<file path="config.mk">
export PLATFORM = sky130hd
export DESIGN_NAME = bpeh_handler
export DESIGN_NICKNAME = d
export VERILOG_FILES = /design/src/verilog/bpeh_pkg.sv /design/src/verilog/bpeh_side_chk.sv /design/src/verilog/bpeh_handler.sv
export SDC_FILE = /design/constraint.sdc
export NUM_CORES = 1
export LEC_CHECK = 0
export BUFFER_PORTS_ARGS = -buffer_cell sky130_fd_sc_hd__buf_2
export CAP_MARGIN = 10
export CORE_MARGIN = 1
export CORE_UTILIZATION = 52
export DETAILED_ROUTE_END_ITERATION = 12
export PLACE_DENSITY_LB_ADDON = 0.05
export SLEW_MARGIN = 20
export SYNTH_ARGS = -nofsm -noshare
export SYNTH_HDL_FRONTEND = slang
export SYNTH_HIERARCHICAL = 1
export SYNTH_SLANG_ARGS = --single-unit
</file>
<file path="constraint.sdc">
create_clock -name clk_sys -period 3.5 [get_ports clk_sys]
set_input_delay 0.175 -clock clk_sys [delete_from_list [all_inputs] [get_ports clk_sys]]
set_output_delay 0.175 -clock clk_sys [all_outputs]
set_load 0.03 [all_outputs]
</file>
<file path="src/verilog/bpeh_pkg.sv">
`default_nettype none
package bpeh_pkg;

	// ----------------------------------------
	// configuration space offsets
	// ----------------------------------------
	localparam logic [7:0] OFF_PRIMARY_COMMAND    = 8'h04;
	localparam logic [7:0] OFF_PRIMARY_STATUS     = 8'h06;
	localparam logic [7:0] OFF_SECONDARY_STATUS   = 8'h1E;
	localparam logic [7:0] OFF_BRIDGE_CONTROL     = 8'h3E;
	localparam logic [7:0] OFF_MISC_OPTIONS       = 8'h46;
	localparam logic [7:0] OFF_SYSERR_EVT_DISABLE = 8'h64;
	localparam logic [7:0] OFF_SYSERR_EVT_STATUS  = 8'h6A;

	// ----------------------------------------
	// field positions
	// ----------------------------------------
	localparam int CMD_PERR_RESP_BIT   = 6;
	localparam int CMD_SERR_EN_BIT     = 8;
	localparam int STAT_MDPE_BIT       = 8;
	localparam int STAT_SIG_SERR_BIT   = 14;
	localparam int STAT_PERR_DET_BIT   = 15;
	localparam int BCTL_PERR_RESP_BIT  = 0;
	localparam int MISC_REGEN_PAR_BIT  = 3;
	localparam int SEDIS_POSTED_WR_BIT = 1;
	localparam int SESTAT_POSTED_WR_BIT = 1;

	// ----------------------------------------
	// reset values and masks
	// ----------------------------------------
	localparam logic [15:0] RST_PRIMARY_COMMAND  = 16'h0000;
	localparam logic [15:0] RST_STATUS           = 16'h0000;
	localparam logic [15:0] RST_BRIDGE_CONTROL   = 16'h0000;
	localparam logic [7:0]  RST_MISC_OPTIONS     = 8'h00;
	localparam logic [7:0]  RST_SYSERR_DISABLE   = 8'h00;
	localparam logic [7:0]  RST_SYSERR_STATUS    = 8'h00;
	localparam logic [15:0] STATUS_W1C_MASK      = 16'hC100;
	localparam logic [7:0]  SESTAT_W1C_MASK      = 8'h02;

	// ----------------------------------------
	// bus commands and data phase kinds
	// ----------------------------------------
	localparam logic [3:0] CMD_SPLIT_COMPLETION = 4'hC;

	typedef enum logic [1:0] {
		BPEH_KIND_NONE        = 2'b00,
		BPEH_KIND_MASTER_READ = 2'b01,
		BPEH_KIND_TARGET_WRITE = 2'b11
	} bpeh_kind_t;

endpackage
`default_nettype wire

</file>
<file path="src/verilog/bpeh_side_chk.sv">
`timescale 1ns/1ps
`default_nettype none
module bpeh_side_chk #(
	parameter int AD_W = 32,
	parameter int BE_W = 4
) (
	input  wire logic                 clk_sys,
	input  wire logic                 nrst,
	input  wire logic                 addr_valid,
	input  wire logic                 attr_valid,
	input  wire logic [AD_W-1:0]      ad,
	input  wire logic [BE_W-1:0]      cbe,
	input  wire logic                 par,
	input  wire logic                 data_valid,
	input  wire bpeh_pkg::bpeh_kind_t data_kind,
	input  wire logic                 perr_pin_n,
	output logic                      addr_err,
	output logic [BE_W-1:0]           cmd,
	output logic                      data_err,
	output bpeh_pkg::bpeh_kind_t      data_kind_q,
	output logic                      perr_rise
);

	// ----------------------------------------
	// parity check
	// ----------------------------------------
	logic                 bad_par;
	logic                 next_addr_err;
	logic [BE_W-1:0]      next_cmd;
	logic                 next_data_err;
	bpeh_pkg::bpeh_kind_t next_data_kind_q;

	assign bad_par = ^{ad, cbe, par};

	always_comb begin
		next_addr_err    = (addr_valid | attr_valid) & bad_par;
		next_cmd         = addr_valid ? cbe : cmd;
		next_data_err    = data_valid & bad_par;
		next_data_kind_q = data_valid ? data_kind : bpeh_pkg::BPEH_KIND_NONE;
	end

	always_ff @(posedge clk_sys or negedge nrst) begin
		if (!nrst) begin
			addr_err    <= 1'b0;
			cmd         <= '0;
			data_err    <= 1'b0;
			data_kind_q <= bpeh_pkg::BPEH_KIND_NONE;
		end else begin
			addr_err    <= next_addr_err;
			cmd         <= next_cmd;
			data_err    <= next_data_err;
			data_kind_q <= next_data_kind_q;
		end
	end

	// ----------------------------------------
	// parity error pin synchroniser
	// ----------------------------------------
	logic perr_meta;
	logic perr_sync;
	logic perr_last;
	logic next_perr_rise;

	always_comb begin
		next_perr_rise = perr_last & ~perr_sync;
	end

	always_ff @(posedge clk_sys or negedge nrst) begin
		if (!nrst) begin
			perr_meta <= 1'b1;
			perr_sync <= 1'b1;
			perr_last <= 1'b1;
			perr_rise <= 1'b0;
		end else begin
			perr_meta <= perr_pin_n;
			perr_sync <= perr_meta;
			perr_last <= perr_sync;
			perr_rise <= next_perr_rise;
		end
	end

endmodule
`default_nettype wire

</file>
<file path="src/verilog/bpeh_handler.sv">
// How it works
// - address parity is checked on every address phase of both interfaces.
// - conventional mode: address parity error inhibits claim when response enable set.
// - pci-x mode: split completion received, others target-aborted; neither enters fifos.
// - address parity error sets status bit 15 of that interface, always.
// - primary address parity error raises primary system error when command bits 8,6 set.
// - secondary address parity error raises secondary system error and status bit 14.
// - attribute parity errors are handled like address parity errors.
// - config write with bad parity still writes; sets bit 15; perr if enabled.
// - downstream read bad data parity: secondary perr two clocks later if enabled.
// - downstream read error: secondary bit 15 always, bit 8 only if enabled.
// - upstream read error: primary perr and bit 8 if enabled, bit 15 always.
// - read data returns with received parity unless misc options bit 3 regenerates it.
// - initiator perr during read return causes no action here.
// - downstream posted write bad parity: primary perr if enabled, bit 15, forward.
// - upstream posted write bad parity: secondary perr if enabled, bit 15, forward.
// - secondary target perr on downstream write sets secondary bit 8 if enabled.
// - that report raises primary system error under enables, disable bit, not forwarded.
// - primary target perr on upstream write sets primary bit 8 if enabled.
// - that report raises primary system error under enables when not forwarded.
// - forwarded parity is either passed unchanged or regenerated.
// - misc options bit 3 selects regeneration of outgoing data-phase parity; address-phase parity passes unchanged.
`timescale 1ns/1ps
`default_nettype none
module bpeh_handler #(
	parameter int AD_W = 32,
	parameter int BE_W = 4
) (
	input  wire logic                 clk_sys,
	input  wire logic                 nrst,
	input  wire logic                 cfg_wr,
	input  wire logic                 cfg_rd,
	input  wire logic [7:0]           cfg_addr,
	input  wire logic [31:0]          cfg_wdata,
	input  wire logic [3:0]           cfg_be,
	input  wire logic                 cfg_par,
	output logic [31:0]               cfg_rdata,
	output logic                      cfg_rvalid,
	input  wire logic                 pri_addr_valid,
	input  wire logic                 pri_attr_valid,
	input  wire logic                 pri_pcix_mode,
	input  wire logic [AD_W-1:0]      pri_ad,
	input  wire logic [BE_W-1:0]      pri_cbe,
	input  wire logic                 pri_par,
	input  wire logic                 pri_data_valid,
	input  wire bpeh_pkg::bpeh_kind_t pri_data_kind,
	input  wire logic                 pri_mwr_window,
	input  wire logic                 pri_mwr_fwd_err,
	input  wire logic                 upstream_side_parity_err_n_in,
	output logic                      upstream_side_parity_err_n_out,
	output logic                      upstream_side_parity_err_n_oe_n,
	output logic                      upstream_side_system_err_n_out,
	output logic                      upstream_side_system_err_n_oe_n,
	output logic                      upstream_side_claim_inhibit,
	output logic                      pri_target_abort,
	output logic                      pri_fifo_reject,
	input  wire logic [AD_W-1:0]      pri_out_ad,
	input  wire logic [BE_W-1:0]      pri_out_cbe,
	input  wire logic                 pri_out_par_rx,
	input  wire logic                 pri_out_is_data,
	output logic                      pri_out_par,
	input  wire logic                 sec_addr_valid,
	input  wire logic                 sec_attr_valid,
	input  wire logic                 sec_pcix_mode,
	input  wire logic [AD_W-1:0]      sec_ad,
	input  wire logic [BE_W-1:0]      sec_cbe,
	input  wire logic                 sec_par,
	input  wire logic                 sec_data_valid,
	input  wire bpeh_pkg::bpeh_kind_t sec_data_kind,
	input  wire logic                 sec_mwr_window,
	input  wire logic                 sec_mwr_fwd_err,
	input  wire logic                 downstream_side_parity_err_n_in,
	output logic                      downstream_side_parity_err_n_out,
	output logic                      downstream_side_parity_err_n_oe_n,
	output logic                      downstream_side_system_err_n_out,
	output logic                      downstream_side_system_err_n_oe_n,
	output logic                      downstream_side_claim_inhibit,
	output logic                      sec_target_abort,
	output logic                      sec_fifo_reject,
	input  wire logic [AD_W-1:0]      sec_out_ad,
	input  wire logic [BE_W-1:0]      sec_out_cbe,
	input  wire logic                 sec_out_par_rx,
	input  wire logic                 sec_out_is_data,
	output logic                      sec_out_par
);

	// ----------------------------------------
	// helpers
	// ----------------------------------------
	function automatic logic hit(input logic [7:0] a, input logic [7:0] off);
		return a[7:2] == off[7:2];
	endfunction

	function automatic logic [15:0] lanes16(input logic [31:0] wd, input logic [3:0] be, input logic [7:0] off);
		logic [15:0] v;
		logic [1:0]  m;
		v = off[1] ? wd[31:16] : wd[15:0];
		m = off[1] ? be[3:2] : be[1:0];
		return v & {{8{m[1]}}, {8{m[0]}}};
	endfunction

	function automatic logic [15:0] wr16(input logic [15:0] old, input logic [31:0] wd, input logic [3:0] be,
		input logic [7:0] off);
		logic [1:0]  m;
		m = off[1] ? be[3:2] : be[1:0];
		return (old & ~{{8{m[1]}}, {8{m[0]}}}) | lanes16(wd, be, off);
	endfunction

	function automatic logic [7:0] wr8(input logic [7:0] old, input logic [31:0] wd, input logic [3:0] be,
		input logic [7:0] off);
		return be[off[1:0]] ? wd[8*off[1:0] +: 8] : old;
	endfunction

	// ----------------------------------------
	// per interface parity checkers
	// ----------------------------------------
	logic                 pri_ape;
	logic [BE_W-1:0]      pri_cmd;
	logic                 pri_dpe;
	bpeh_pkg::bpeh_kind_t pri_kind;
	logic                 pri_perr_rise;
	logic                 sec_ape;
	logic [BE_W-1:0]      sec_cmd;
	logic                 sec_dpe;
	bpeh_pkg::bpeh_kind_t sec_kind;
	logic                 sec_perr_rise;

	bpeh_side_chk #(.AD_W(AD_W), .BE_W(BE_W)) u_pri_chk (
		.clk_sys     (clk_sys),
		.nrst        (nrst),
		.addr_valid  (pri_addr_valid),
		.attr_valid  (pri_attr_valid),
		.ad          (pri_ad),
		.cbe         (pri_cbe),
		.par         (pri_par),
		.data_valid  (pri_data_valid),
		.data_kind   (pri_data_kind),
		.perr_pin_n  (upstream_side_parity_err_n_in),
		.addr_err    (pri_ape),
		.cmd         (pri_cmd),
		.data_err    (pri_dpe),
		.data_kind_q (pri_kind),
		.perr_rise   (pri_perr_rise)
	);

	bpeh_side_chk #(.AD_W(AD_W), .BE_W(BE_W)) u_sec_chk (
		.clk_sys     (clk_sys),
		.nrst        (nrst),
		.addr_valid  (sec_addr_valid),
		.attr_valid  (sec_attr_valid),
		.ad          (sec_ad),
		.cbe         (sec_cbe),
		.par         (sec_par),
		.data_valid  (sec_data_valid),
		.data_kind   (sec_data_kind),
		.perr_pin_n  (downstream_side_parity_err_n_in),
		.addr_err    (sec_ape),
		.cmd         (sec_cmd),
		.data_err    (sec_dpe),
		.data_kind_q (sec_kind),
		.perr_rise   (sec_perr_rise)
	);

	// ----------------------------------------
	// configuration registers
	// ----------------------------------------
	logic [15:0] primary_command;
	logic [15:0] primary_status;
	logic [15:0] secondary_status;
	logic [15:0] bridge_control;
	logic [7:0]  misc_options;
	logic [7:0]  syserr_event_disable;
	logic [7:0]  syserr_event_status;
	logic        cfg_perr_q;
	logic [15:0] next_primary_command;
	logic [15:0] next_primary_status;
	logic [15:0] next_secondary_status;
	logic [15:0] next_bridge_control;
	logic [7:0]  next_misc_options;
	logic [7:0]  next_syserr_event_disable;
	logic [7:0]  next_syserr_event_status;
	logic        next_cfg_perr_q;
	logic [31:0] next_cfg_rdata;
	logic        next_cfg_rvalid;

	// ----------------------------------------
	// event decode
	// ----------------------------------------
	logic pri_en;
	logic sec_en;
	logic pserr_en;
	logic cfg_bad;
	logic pri_rd_err;
	logic sec_rd_err;
	logic pri_in_err;
	logic sec_in_err;
	logic dn_wr_report;
	logic up_wr_report;
	logic pri_serr_evt;
	logic sec_serr_evt;

	always_comb begin
		pri_en       = primary_command[bpeh_pkg::CMD_PERR_RESP_BIT];
		sec_en       = bridge_control[bpeh_pkg::BCTL_PERR_RESP_BIT];
		pserr_en     = primary_command[bpeh_pkg::CMD_SERR_EN_BIT] & pri_en;
		cfg_bad      = cfg_wr & (^{cfg_wdata, cfg_be, cfg_par});
		pri_rd_err   = pri_dpe & (pri_kind == bpeh_pkg::BPEH_KIND_MASTER_READ);
		sec_rd_err   = sec_dpe & (sec_kind == bpeh_pkg::BPEH_KIND_MASTER_READ);
		pri_in_err   = pri_rd_err | (pri_dpe & (pri_kind == bpeh_pkg::BPEH_KIND_TARGET_WRITE));
		sec_in_err   = sec_rd_err | (sec_dpe & (sec_kind == bpeh_pkg::BPEH_KIND_TARGET_WRITE));
		// perr seen outside a write window is the initiator's own report: no action
		dn_wr_report = sec_perr_rise & sec_mwr_window;
		up_wr_report = pri_perr_rise & pri_mwr_window;
		pri_serr_evt = (pri_ape & pserr_en)
			| (dn_wr_report & pserr_en & sec_en & ~sec_mwr_fwd_err
				& ~syserr_event_disable[bpeh_pkg::SEDIS_POSTED_WR_BIT])
			| (up_wr_report & pserr_en & sec_en & ~pri_mwr_fwd_err);
		sec_serr_evt = sec_ape;
	end

	always_comb begin
		next_primary_command      = primary_command;
		next_bridge_control       = bridge_control;
		next_misc_options         = misc_options;
		next_syserr_event_disable = syserr_event_disable;
		next_primary_status       = primary_status;
		next_secondary_status     = secondary_status;
		next_syserr_event_status  = syserr_event_status;
		next_cfg_perr_q           = cfg_bad & pri_en;
		// the write lands even when its data parity is bad
		if (cfg_wr) begin
			if (hit(cfg_addr, bpeh_pkg::OFF_PRIMARY_COMMAND))
				next_primary_command = wr16(primary_command, cfg_wdata, cfg_be, bpeh_pkg::OFF_PRIMARY_COMMAND);
			if (hit(cfg_addr, bpeh_pkg::OFF_BRIDGE_CONTROL))
				next_bridge_control = wr16(bridge_control, cfg_wdata, cfg_be, bpeh_pkg::OFF_BRIDGE_CONTROL);
			if (hit(cfg_addr, bpeh_pkg::OFF_MISC_OPTIONS))
				next_misc_options = wr8(misc_options, cfg_wdata, cfg_be, bpeh_pkg::OFF_MISC_OPTIONS);
			if (hit(cfg_addr, bpeh_pkg::OFF_SYSERR_EVT_DISABLE))
				next_syserr_event_disable = wr8(syserr_event_disable, cfg_wdata, cfg_be,
					bpeh_pkg::OFF_SYSERR_EVT_DISABLE);
			if (hit(cfg_addr, bpeh_pkg::OFF_PRIMARY_STATUS))
				next_primary_status = primary_status
					& ~lanes16(cfg_wdata, cfg_be, bpeh_pkg::OFF_PRIMARY_STATUS);
			if (hit(cfg_addr, bpeh_pkg::OFF_SECONDARY_STATUS))
				next_secondary_status = secondary_status
					& ~lanes16(cfg_wdata, cfg_be, bpeh_pkg::OFF_SECONDARY_STATUS);
			if (hit(cfg_addr, bpeh_pkg::OFF_SYSERR_EVT_STATUS))
				next_syserr_event_status = syserr_event_status
					& ~wr8(8'h00, cfg_wdata, cfg_be, bpeh_pkg::OFF_SYSERR_EVT_STATUS);
		end
		// hardware sets win over a same-cycle clear
		if (pri_ape | cfg_bad | pri_in_err)
			next_primary_status[bpeh_pkg::STAT_PERR_DET_BIT] = 1'b1;
		if (sec_ape | sec_in_err)
			next_secondary_status[bpeh_pkg::STAT_PERR_DET_BIT] = 1'b1;
		if (pri_en & (pri_rd_err | up_wr_report))
			next_primary_status[bpeh_pkg::STAT_MDPE_BIT] = 1'b1;
		if (sec_en & (sec_rd_err | dn_wr_report))
			next_secondary_status[bpeh_pkg::STAT_MDPE_BIT] = 1'b1;
		if (pri_serr_evt)
			next_primary_status[bpeh_pkg::STAT_SIG_SERR_BIT] = 1'b1;
		if (sec_serr_evt)
			next_secondary_status[bpeh_pkg::STAT_SIG_SERR_BIT] = 1'b1;
		if (dn_wr_report)
			next_syserr_event_status[bpeh_pkg::SESTAT_POSTED_WR_BIT] = 1'b1;
		next_primary_status      = next_primary_status & bpeh_pkg::STATUS_W1C_MASK;
		next_secondary_status    = next_secondary_status & bpeh_pkg::STATUS_W1C_MASK;
		next_syserr_event_status = next_syserr_event_status & bpeh_pkg::SESTAT_W1C_MASK;
		// read data, unmapped dwords read as zero
		next_cfg_rvalid = cfg_rd;
		next_cfg_rdata  = 32'h0000_0000;
		if (cfg_rd) begin
			if (hit(cfg_addr, bpeh_pkg::OFF_PRIMARY_COMMAND))
				next_cfg_rdata = {primary_status, primary_command};
			else if (hit(cfg_addr, bpeh_pkg::OFF_SECONDARY_STATUS))
				next_cfg_rdata = {secondary_status, 16'h0000};
			else if (hit(cfg_addr, bpeh_pkg::OFF_BRIDGE_CONTROL))
				next_cfg_rdata = {bridge_control, 16'h0000};
			else if (hit(cfg_addr, bpeh_pkg::OFF_MISC_OPTIONS))
				next_cfg_rdata = {8'h00, misc_options, 16'h0000};
			else if (hit(cfg_addr, bpeh_pkg::OFF_SYSERR_EVT_DISABLE))
				next_cfg_rdata = {24'h00_0000, syserr_event_disable};
			else if (hit(cfg_addr, bpeh_pkg::OFF_SYSERR_EVT_STATUS))
				next_cfg_rdata = {8'h00, syserr_event_status, 16'h0000};
			else
				next_cfg_rdata = 32'h0000_0000;
		end
	end

	always_ff @(posedge clk_sys or negedge nrst) begin
		if (!nrst) begin
			primary_command      <= bpeh_pkg::RST_PRIMARY_COMMAND;
			primary_status       <= bpeh_pkg::RST_STATUS;
			secondary_status     <= bpeh_pkg::RST_STATUS;
			bridge_control       <= bpeh_pkg::RST_BRIDGE_CONTROL;
			misc_options         <= bpeh_pkg::RST_MISC_OPTIONS;
			syserr_event_disable <= bpeh_pkg::RST_SYSERR_DISABLE;
			syserr_event_status  <= bpeh_pkg::RST_SYSERR_STATUS;
			cfg_perr_q           <= 1'b0;
			cfg_rdata            <= 32'h0000_0000;
			cfg_rvalid           <= 1'b0;
		end else begin
			primary_command      <= next_primary_command;
			primary_status       <= next_primary_status;
			secondary_status     <= next_secondary_status;
			bridge_control       <= next_bridge_control;
			misc_options         <= next_misc_options;
			syserr_event_disable <= next_syserr_event_disable;
			syserr_event_status  <= next_syserr_event_status;
			cfg_perr_q           <= next_cfg_perr_q;
			cfg_rdata            <= next_cfg_rdata;
			cfg_rvalid           <= next_cfg_rvalid;
		end
	end

	// ----------------------------------------
	// pins, address responses and forwarding
	// ----------------------------------------
	logic next_pri_perr;
	logic next_sec_perr;
	logic next_pri_claim_inh;
	logic next_pri_abort;
	logic next_pri_reject;
	logic next_sec_claim_inh;
	logic next_sec_abort;
	logic next_sec_reject;
	logic next_pri_out_par;
	logic next_sec_out_par;
	logic regen;

	always_comb begin
		// error flags land one clock after the data, so this flop lands two after
		next_pri_perr      = (pri_in_err & pri_en) | cfg_perr_q;
		next_sec_perr      = sec_in_err & sec_en;
		next_pri_claim_inh = pri_ape & ~pri_pcix_mode & pri_en;
		next_sec_claim_inh = sec_ape & ~sec_pcix_mode & sec_en;
		next_pri_abort     = pri_ape & pri_pcix_mode & (pri_cmd != bpeh_pkg::CMD_SPLIT_COMPLETION);
		next_sec_abort     = sec_ape & sec_pcix_mode & (sec_cmd != bpeh_pkg::CMD_SPLIT_COMPLETION);
		next_pri_reject    = pri_ape & pri_pcix_mode;
		next_sec_reject    = sec_ape & sec_pcix_mode;
		regen              = misc_options[bpeh_pkg::MISC_REGEN_PAR_BIT];
		// read data and posted data keep the received parity unless regeneration is on
		next_pri_out_par   = (regen & pri_out_is_data) ? ^{pri_out_ad, pri_out_cbe} : pri_out_par_rx;
		next_sec_out_par   = (regen & sec_out_is_data) ? ^{sec_out_ad, sec_out_cbe} : sec_out_par_rx;
	end

	always_ff @(posedge clk_sys or negedge nrst) begin
		if (!nrst) begin
			upstream_side_parity_err_n_out    <= 1'b1;
			upstream_side_parity_err_n_oe_n   <= 1'b1;
			downstream_side_parity_err_n_out  <= 1'b1;
			downstream_side_parity_err_n_oe_n <= 1'b1;
			upstream_side_system_err_n_out    <= 1'b1;
			upstream_side_system_err_n_oe_n   <= 1'b1;
			downstream_side_system_err_n_out  <= 1'b1;
			downstream_side_system_err_n_oe_n <= 1'b1;
			upstream_side_claim_inhibit       <= 1'b0;
			downstream_side_claim_inhibit     <= 1'b0;
			pri_target_abort                  <= 1'b0;
			sec_target_abort                  <= 1'b0;
			pri_fifo_reject                   <= 1'b0;
			sec_fifo_reject                   <= 1'b0;
			pri_out_par                       <= 1'b0;
			sec_out_par                       <= 1'b0;
		end else begin
			upstream_side_parity_err_n_out    <= ~next_pri_perr;
			upstream_side_parity_err_n_oe_n   <= ~next_pri_perr;
			downstream_side_parity_err_n_out  <= ~next_sec_perr;
			downstream_side_parity_err_n_oe_n <= ~next_sec_perr;
			upstream_side_system_err_n_out    <= ~pri_serr_evt;
			upstream_side_system_err_n_oe_n   <= ~pri_serr_evt;
			downstream_side_system_err_n_out  <= ~sec_serr_evt;
			downstream_side_system_err_n_oe_n <= ~sec_serr_evt;
			upstream_side_claim_inhibit       <= next_pri_claim_inh;
			downstream_side_claim_inhibit     <= next_sec_claim_inh;
			pri_target_abort                  <= next_pri_abort;
			sec_target_abort                  <= next_sec_abort;
			pri_fifo_reject                   <= next_pri_reject;
			sec_fifo_reject                   <= next_sec_reject;
			pri_out_par                       <= next_pri_out_par;
			sec_out_par                       <= next_sec_out_par;
		end
	end

endmodule
`default_nettype wire

</file>
Word-level counts from Yosys, hierarchy flattened
Index checks and enable logic that the tools add are counted.

cells by class
  eq/ne operators = 12
  bitwise gates (word level) = 73
  multiplexer cells = 25
  reductions and logical operators = 30

operators with widths
  kind                                           count
  two-way mux 32 bit                             4
  XOR reduction 37 bit                           3
  AND 16 bit                                     6
  XOR reduction 36 bit                           2
  two-way mux 16 bit                             4
  NOT 16 bit                                     3
  AND 1 bit                                      37
  two-way mux 18 bit                             2
  OR 16 bit                                      2
  nonzero test 2 bit                             14
  two-way mux 24 bit                             1
  == test 6 x 5 -> 1 bit, second input constant  3
  AND reduction 2 bit                            9
  OR 1 bit                                       12
  NOT 1 bit                                      11
  two-way mux 2 bit                              5
  two-way mux 1 bit                              9
  inequality test 4 bit, second input constant   2
  == test 6 x 1 -> 1 bit, second input constant  1
  == test 6 x 3 -> 1 bit, second input constant  1
  == test 6 x 4 -> 1 bit, second input constant  1
  AND reduction 3 bit                            2
  == test 2 x 1 -> 1 bit, second input constant  2
  == test 2 bit, second input constant           2
  2 further kinds                                2

word-level totals
  output and inout bits = 49
  register bits = 125

Depth between registers and ports, before layout
  depth after elaboration = 9
  mapped depth = 7

Cells and area by module
Netlist, hierarchy kept.

by module, submodules not included
  module         times used  cells each  area an instance (um^2)  seq. area each (um^2)
  bpeh_handler   1           379         4854.7                   2532.4
  bpeh_side_chk  2           57          763.2                    304.0

Least setup slack after synthesis
OpenSTA, ideal clock, no wires.

  path type = input port to flip-flop
  start point = in cfg_wdata[10]
  end point = reg primary_status[15]
  data required time = 3.371 ns
  path buffers = 0
  setup slack = 1.839 ns
  data arrival time = 1.533 ns
  stages on the path = 6
  cells stage by stage = xor2_1 -> xnor2_1 -> xnor2_1 -> xnor3_1 -> mux2i_1 -> a2111o_1

between the ends
  cells in the longest elaborated chain, start to end = 6

RTL lines
  item                           RTL line             text
  start: declaration             bpeh_handler.sv:34   input wire logic [31:0] cfg_wdata,
  XOR reduction 37 bit *         bpeh_handler.sv:206  cfg_bad = cfg_wr & (^{cfg_wdata, cfg_be, cfg_par});
  AND 1 bit *                    bpeh_handler.sv:206
  OR 1 bit * (2 in a row)        bpeh_handler.sv:252  if (pri_ape | cfg_bad | pri_in_err)
  nonzero test 2 bit (no line)   -
  AND reduction 2 bit (no line)  -
  end signal: assignment         bpeh_handler.sv:293  primary_status <= bpeh_pkg::RST_STATUS;
  end signal: assignment         bpeh_handler.sv:304  primary_status <= next_primary_status;
  end: declaration               bpeh_handler.sv:168  logic [15:0] primary_status;

Mark *: on every way between the ends. The rest lies on a longest branch, timed or not.
A chain may end at the register's enable or synchronous reset.

==> results.sh <==
export IMPL_grt_usage_pct=23.5
export IMPL_synthFlopType="dfrtp_1"
export IMPL_port_buffer_count=263
export IMPL_fp_row_count=40
export IMPL_synth_cells=493
export IMPL_ys_ff_latch=125
export IMPL_met3_usage_pct=5.57
export IMPL_outcome="finished, final reports clean"
export IMPL_fmax_mhz=609
export IMPL_fin_skew_ps=4.23
export IMPL_final_layout_size_suffix_gt1_share_pct=47.4
export IMPL_p_int_mw=3.44
export IMPL_hp_class="in -> reg"
export IMPL_dr_pass1_iters=4
export IMPL_period_share_pct=46.9
export IMPL_p_sw_share_pct=25.0
export IMPL_async_flop_share_pct=100
export IMPL_hold_viol=0
export IMPL_use_met1_pct=25.8
export IMPL_critPathKind="in -> reg"
export IMPL_wl_mm=14.1
export IMPL_nNetsFinal=988
export IMPL_cts_tree="done"
export IMPL_cp_slowest_cell="and3_1"
export IMPL_path_max_fanout=19
export IMPL_vias=4664
export IMPL_seq_power_share_pct=35.7
export IMPL_clock_sinks=125
export IMPL_instances_no_fill=930
export IMPL_die_width_microns=113
export IMPL_worst_skew_pair_late_latency_ps=410
export IMPL_setup_tns_ps=0
export IMPL_mostFrequentLayoutCell="buf_2"
export IMPL_root_buffer="clkbuf_16"
export IMPL_crit_path_end_kind="flip-flop"
export IMPL_cts_repair_resized=0
export IMPL_die_area_sq_um=12700
export IMPL_busiest_layer="met2"
export IMPL_critPathTopFamily="simple AND/OR/NAND/NOR gates"
export IMPL_antenna_left=0
export IMPL_drc=0
export IMPL_crit_path_start_kind="input pin"
export IMPL_synth_warnings=6
export IMPL_grt_pass1_vias=4885
export IMPL_layout_common_cells="buf_2 (262), xnor2_1 (128), dfrtp_1 (115)"
export IMPL_dp_hpwl_mm=11.1
export IMPL_syn_area_per_cell_sq_um=12.9
export IMPL_p_leak_nw=4.28
export IMPL_cpMostUsedCell="and3_1"
export IMPL_maxCapViolations=0
export IMPL_fp_coreArea_sq_um=12000
export IMPL_report_final_slew_viol_count=0
export IMPL_initialDrtViolationCount=246
export IMPL_fin_crit_ps=1640
export IMPL_slowest_delay_ps=460
export IMPL_critPathBufInv=2
export IMPL_grt_pass1_wl_mm=22.8
export IMPL_ys_types=46
export IMPL_slew_headroom_pct=35.7
export IMPL_setup_viol=0
export IMPL_syn_num_nets=710
export IMPL_path_clk_slew_ps=50
export IMPL_worstMarginPinSlew_ps=957
export IMPL_pwr_share_comb_pct=24.2
export IMPL_wire_per_inst_microns=15.1
export IMPL_use_met2_pct=43.7
export IMPL_peakVddDrop_mv=0.369
export IMPL_area_delta_synth_final_pct=34.2
export IMPL_diodes=0
export IMPL_power_density_nw_per_um2=536
export IMPL_rsz0062_at_grt="no"
export IMPL_die_h_microns=113
export IMPL_clock_power_share_pct=40.2
export IMPL_synth_seq_area_share_pct=49.2
export IMPL_dpl_cell_count=889
export IMPL_cts_buffers=17
export IMPL_ctsHtreeMaxLevel=4
export IMPL_grt_overflow_total=0
export IMPL_antenna_found_initial=0
export IMPL_netlist_area_sq_um=6380
export IMPL_crit_arrival_ps=1930
export IMPL_gp_congestion=0.818
export IMPL_io_pins=266
export IMPL_clockBufferDepth=2
export IMPL_cp_required_ps=3790
export IMPL_start_util_pct=53.3
export IMPL_power_switching_mw=1.15
export IMPL_vias_per_cell=5.02
export IMPL_grt_max_degree=76
export IMPL_path_cells="buf_2 > nor2_1 > and3_1 > nor2b_1 > buf_4 > and3_1 > mux2_2"
export IMPL_synth_edff_count=0
==> cells by family (layout without fill, tap and decap cells) <==
logic type / after synthesis / in the layout / share of synthesized area, %
XOR/XNOR: 163 / 163 / 26.1
flip-flops: 125 / 125 / 49.2
buffers and inverters: 17 / 307 / 1.35
AO/OA/AOI/OAI: 43 / 43 / 5.08
multiplexers: 61 / 61 / 10.7
AND/OR/NAND/NOR: 84 / 84 / 7.59
==> stage by stage <==
stage	power [mW]	worst slack (ps)	cell area (sq um)	hold slack (ps)	utilization, %
5_1_grt	4.79	1770	8560	9.52	71.6
6_report	4.59	1860	8560	11.4	71.6
3_3_place_gp	2.74	1490	7830	222	65.4
2_1_floorplan	2.45	1840	6380	-121	-
3_5_place_dp	2.77	1440	7830	238	65.4
4_1_cts	4.63	1870	8560	0.880	71.6
==> timing repair <==
item / 4_1_cts / 5_1_grt
setup buffers: 0 / 0
hold buffers: 10 / 0
endpoints found under the hold margin: 51 / 0
==> metal layers <==
metal | up-vias | part of all wire [%]
met5 | - | 0
met4 | 0 | 2.2
met3 | 28 | 6.5
met2 | 189 | 55
li1 | 2240 | -
met1 | 2207 | 36
==> power by group through the flow <==
stage	clock network, mW	logic (mW)	registers (mW)
after floorplan	0	0.761	1.69
after global placement	0	1.09	1.66
after detailed placement	0	1.11	1.66
after CTS	1.87	1.13	1.64
after global routing	1.94	1.20	1.65
final	1.84	1.11	1.64
==> synthesized netlist by cell type, types with 2 or more instances <==
| master | n | area share [%] |
|---|---|---|
| a31oi_1 | 3 | 0.29 |
| nand2_1 | 18 | 1.1 |
| o31a_1 | 2 | 0.27 |
| nor3_1 | 3 | 0.24 |
| and2_1 | 15 | 1.5 |
| xnor2_2 | 2 | 0.51 |
| and3b_1 | 2 | 0.27 |
| a22o_1 | 10 | 1.4 |
| buf_2 | 6 | 0.47 |
| xnor2_1 | 128 | 18 |
| and3_1 | 13 | 1.3 |
| mux2i_1 | 5 | 0.78 |
| dfrtp_1 | 115 | 45 |
| a22oi_1 | 7 | 0.82 |
| nand3_1 | 2 | 0.16 |
| a21oi_1 | 2 | 0.16 |
| nor2_1 | 12 | 0.71 |
| dfstp_2 | 10 | 4.1 |
| xor3_1 | 2 | 0.75 |
| nand2b_1 | 3 | 0.29 |
| a221oi_1 | 4 | 0.55 |
| o21ai_0 | 8 | 0.63 |
| nor3b_1 | 2 | 0.24 |
| xnor3_1 | 14 | 4.9 |
| nand4_1 | 2 | 0.20 |
| mux2_2 | 56 | 9.9 |
| buf_4 | 4 | 0.47 |
| clkbuf_1 | 6 | 0.35 |
| xor2_1 | 17 | 2.3 |
| nor2b_1 | 4 | 0.39 |
==> worst paths after layout <==
kind	slack, ps	start	end	cells past startpoint
max reg2reg	2080	flip-flop	primary_status[14]	4
max in group asynchronous	2330	nrst	downstream_side_parity_err_n_oe_n	3
min reg2reg	350	u_sec_chk/perr_meta	u_sec_chk/perr_sync	0
min in group asynchronous	330	nrst	asynchronous set/reset pin	2
max	1860	cfg_addr[7]	flip-flop	7
min	10	sec_data_kind[1]	u_sec_chk/data_kind_q[1]	2
==> final cells by class <==
type                    instances  area, sq um
fillers                       859         3400
multi-input cells             351         3150
flip-flops and latches        125         3140
repair buffers                275         1450
clock buffers                  20          467
well taps                     147          184
clock inverters                11          165
inverters                       1         3.75
==> worst register-to-register path, cell delays in order (launching register included) <==
cell,delay (ps)
dfrtp_1,440
nand3_1,140
nor3_1,70
o311ai_0,400
a21bo_2,270
No activity file was read; power rests on OpenSTA's default activity.
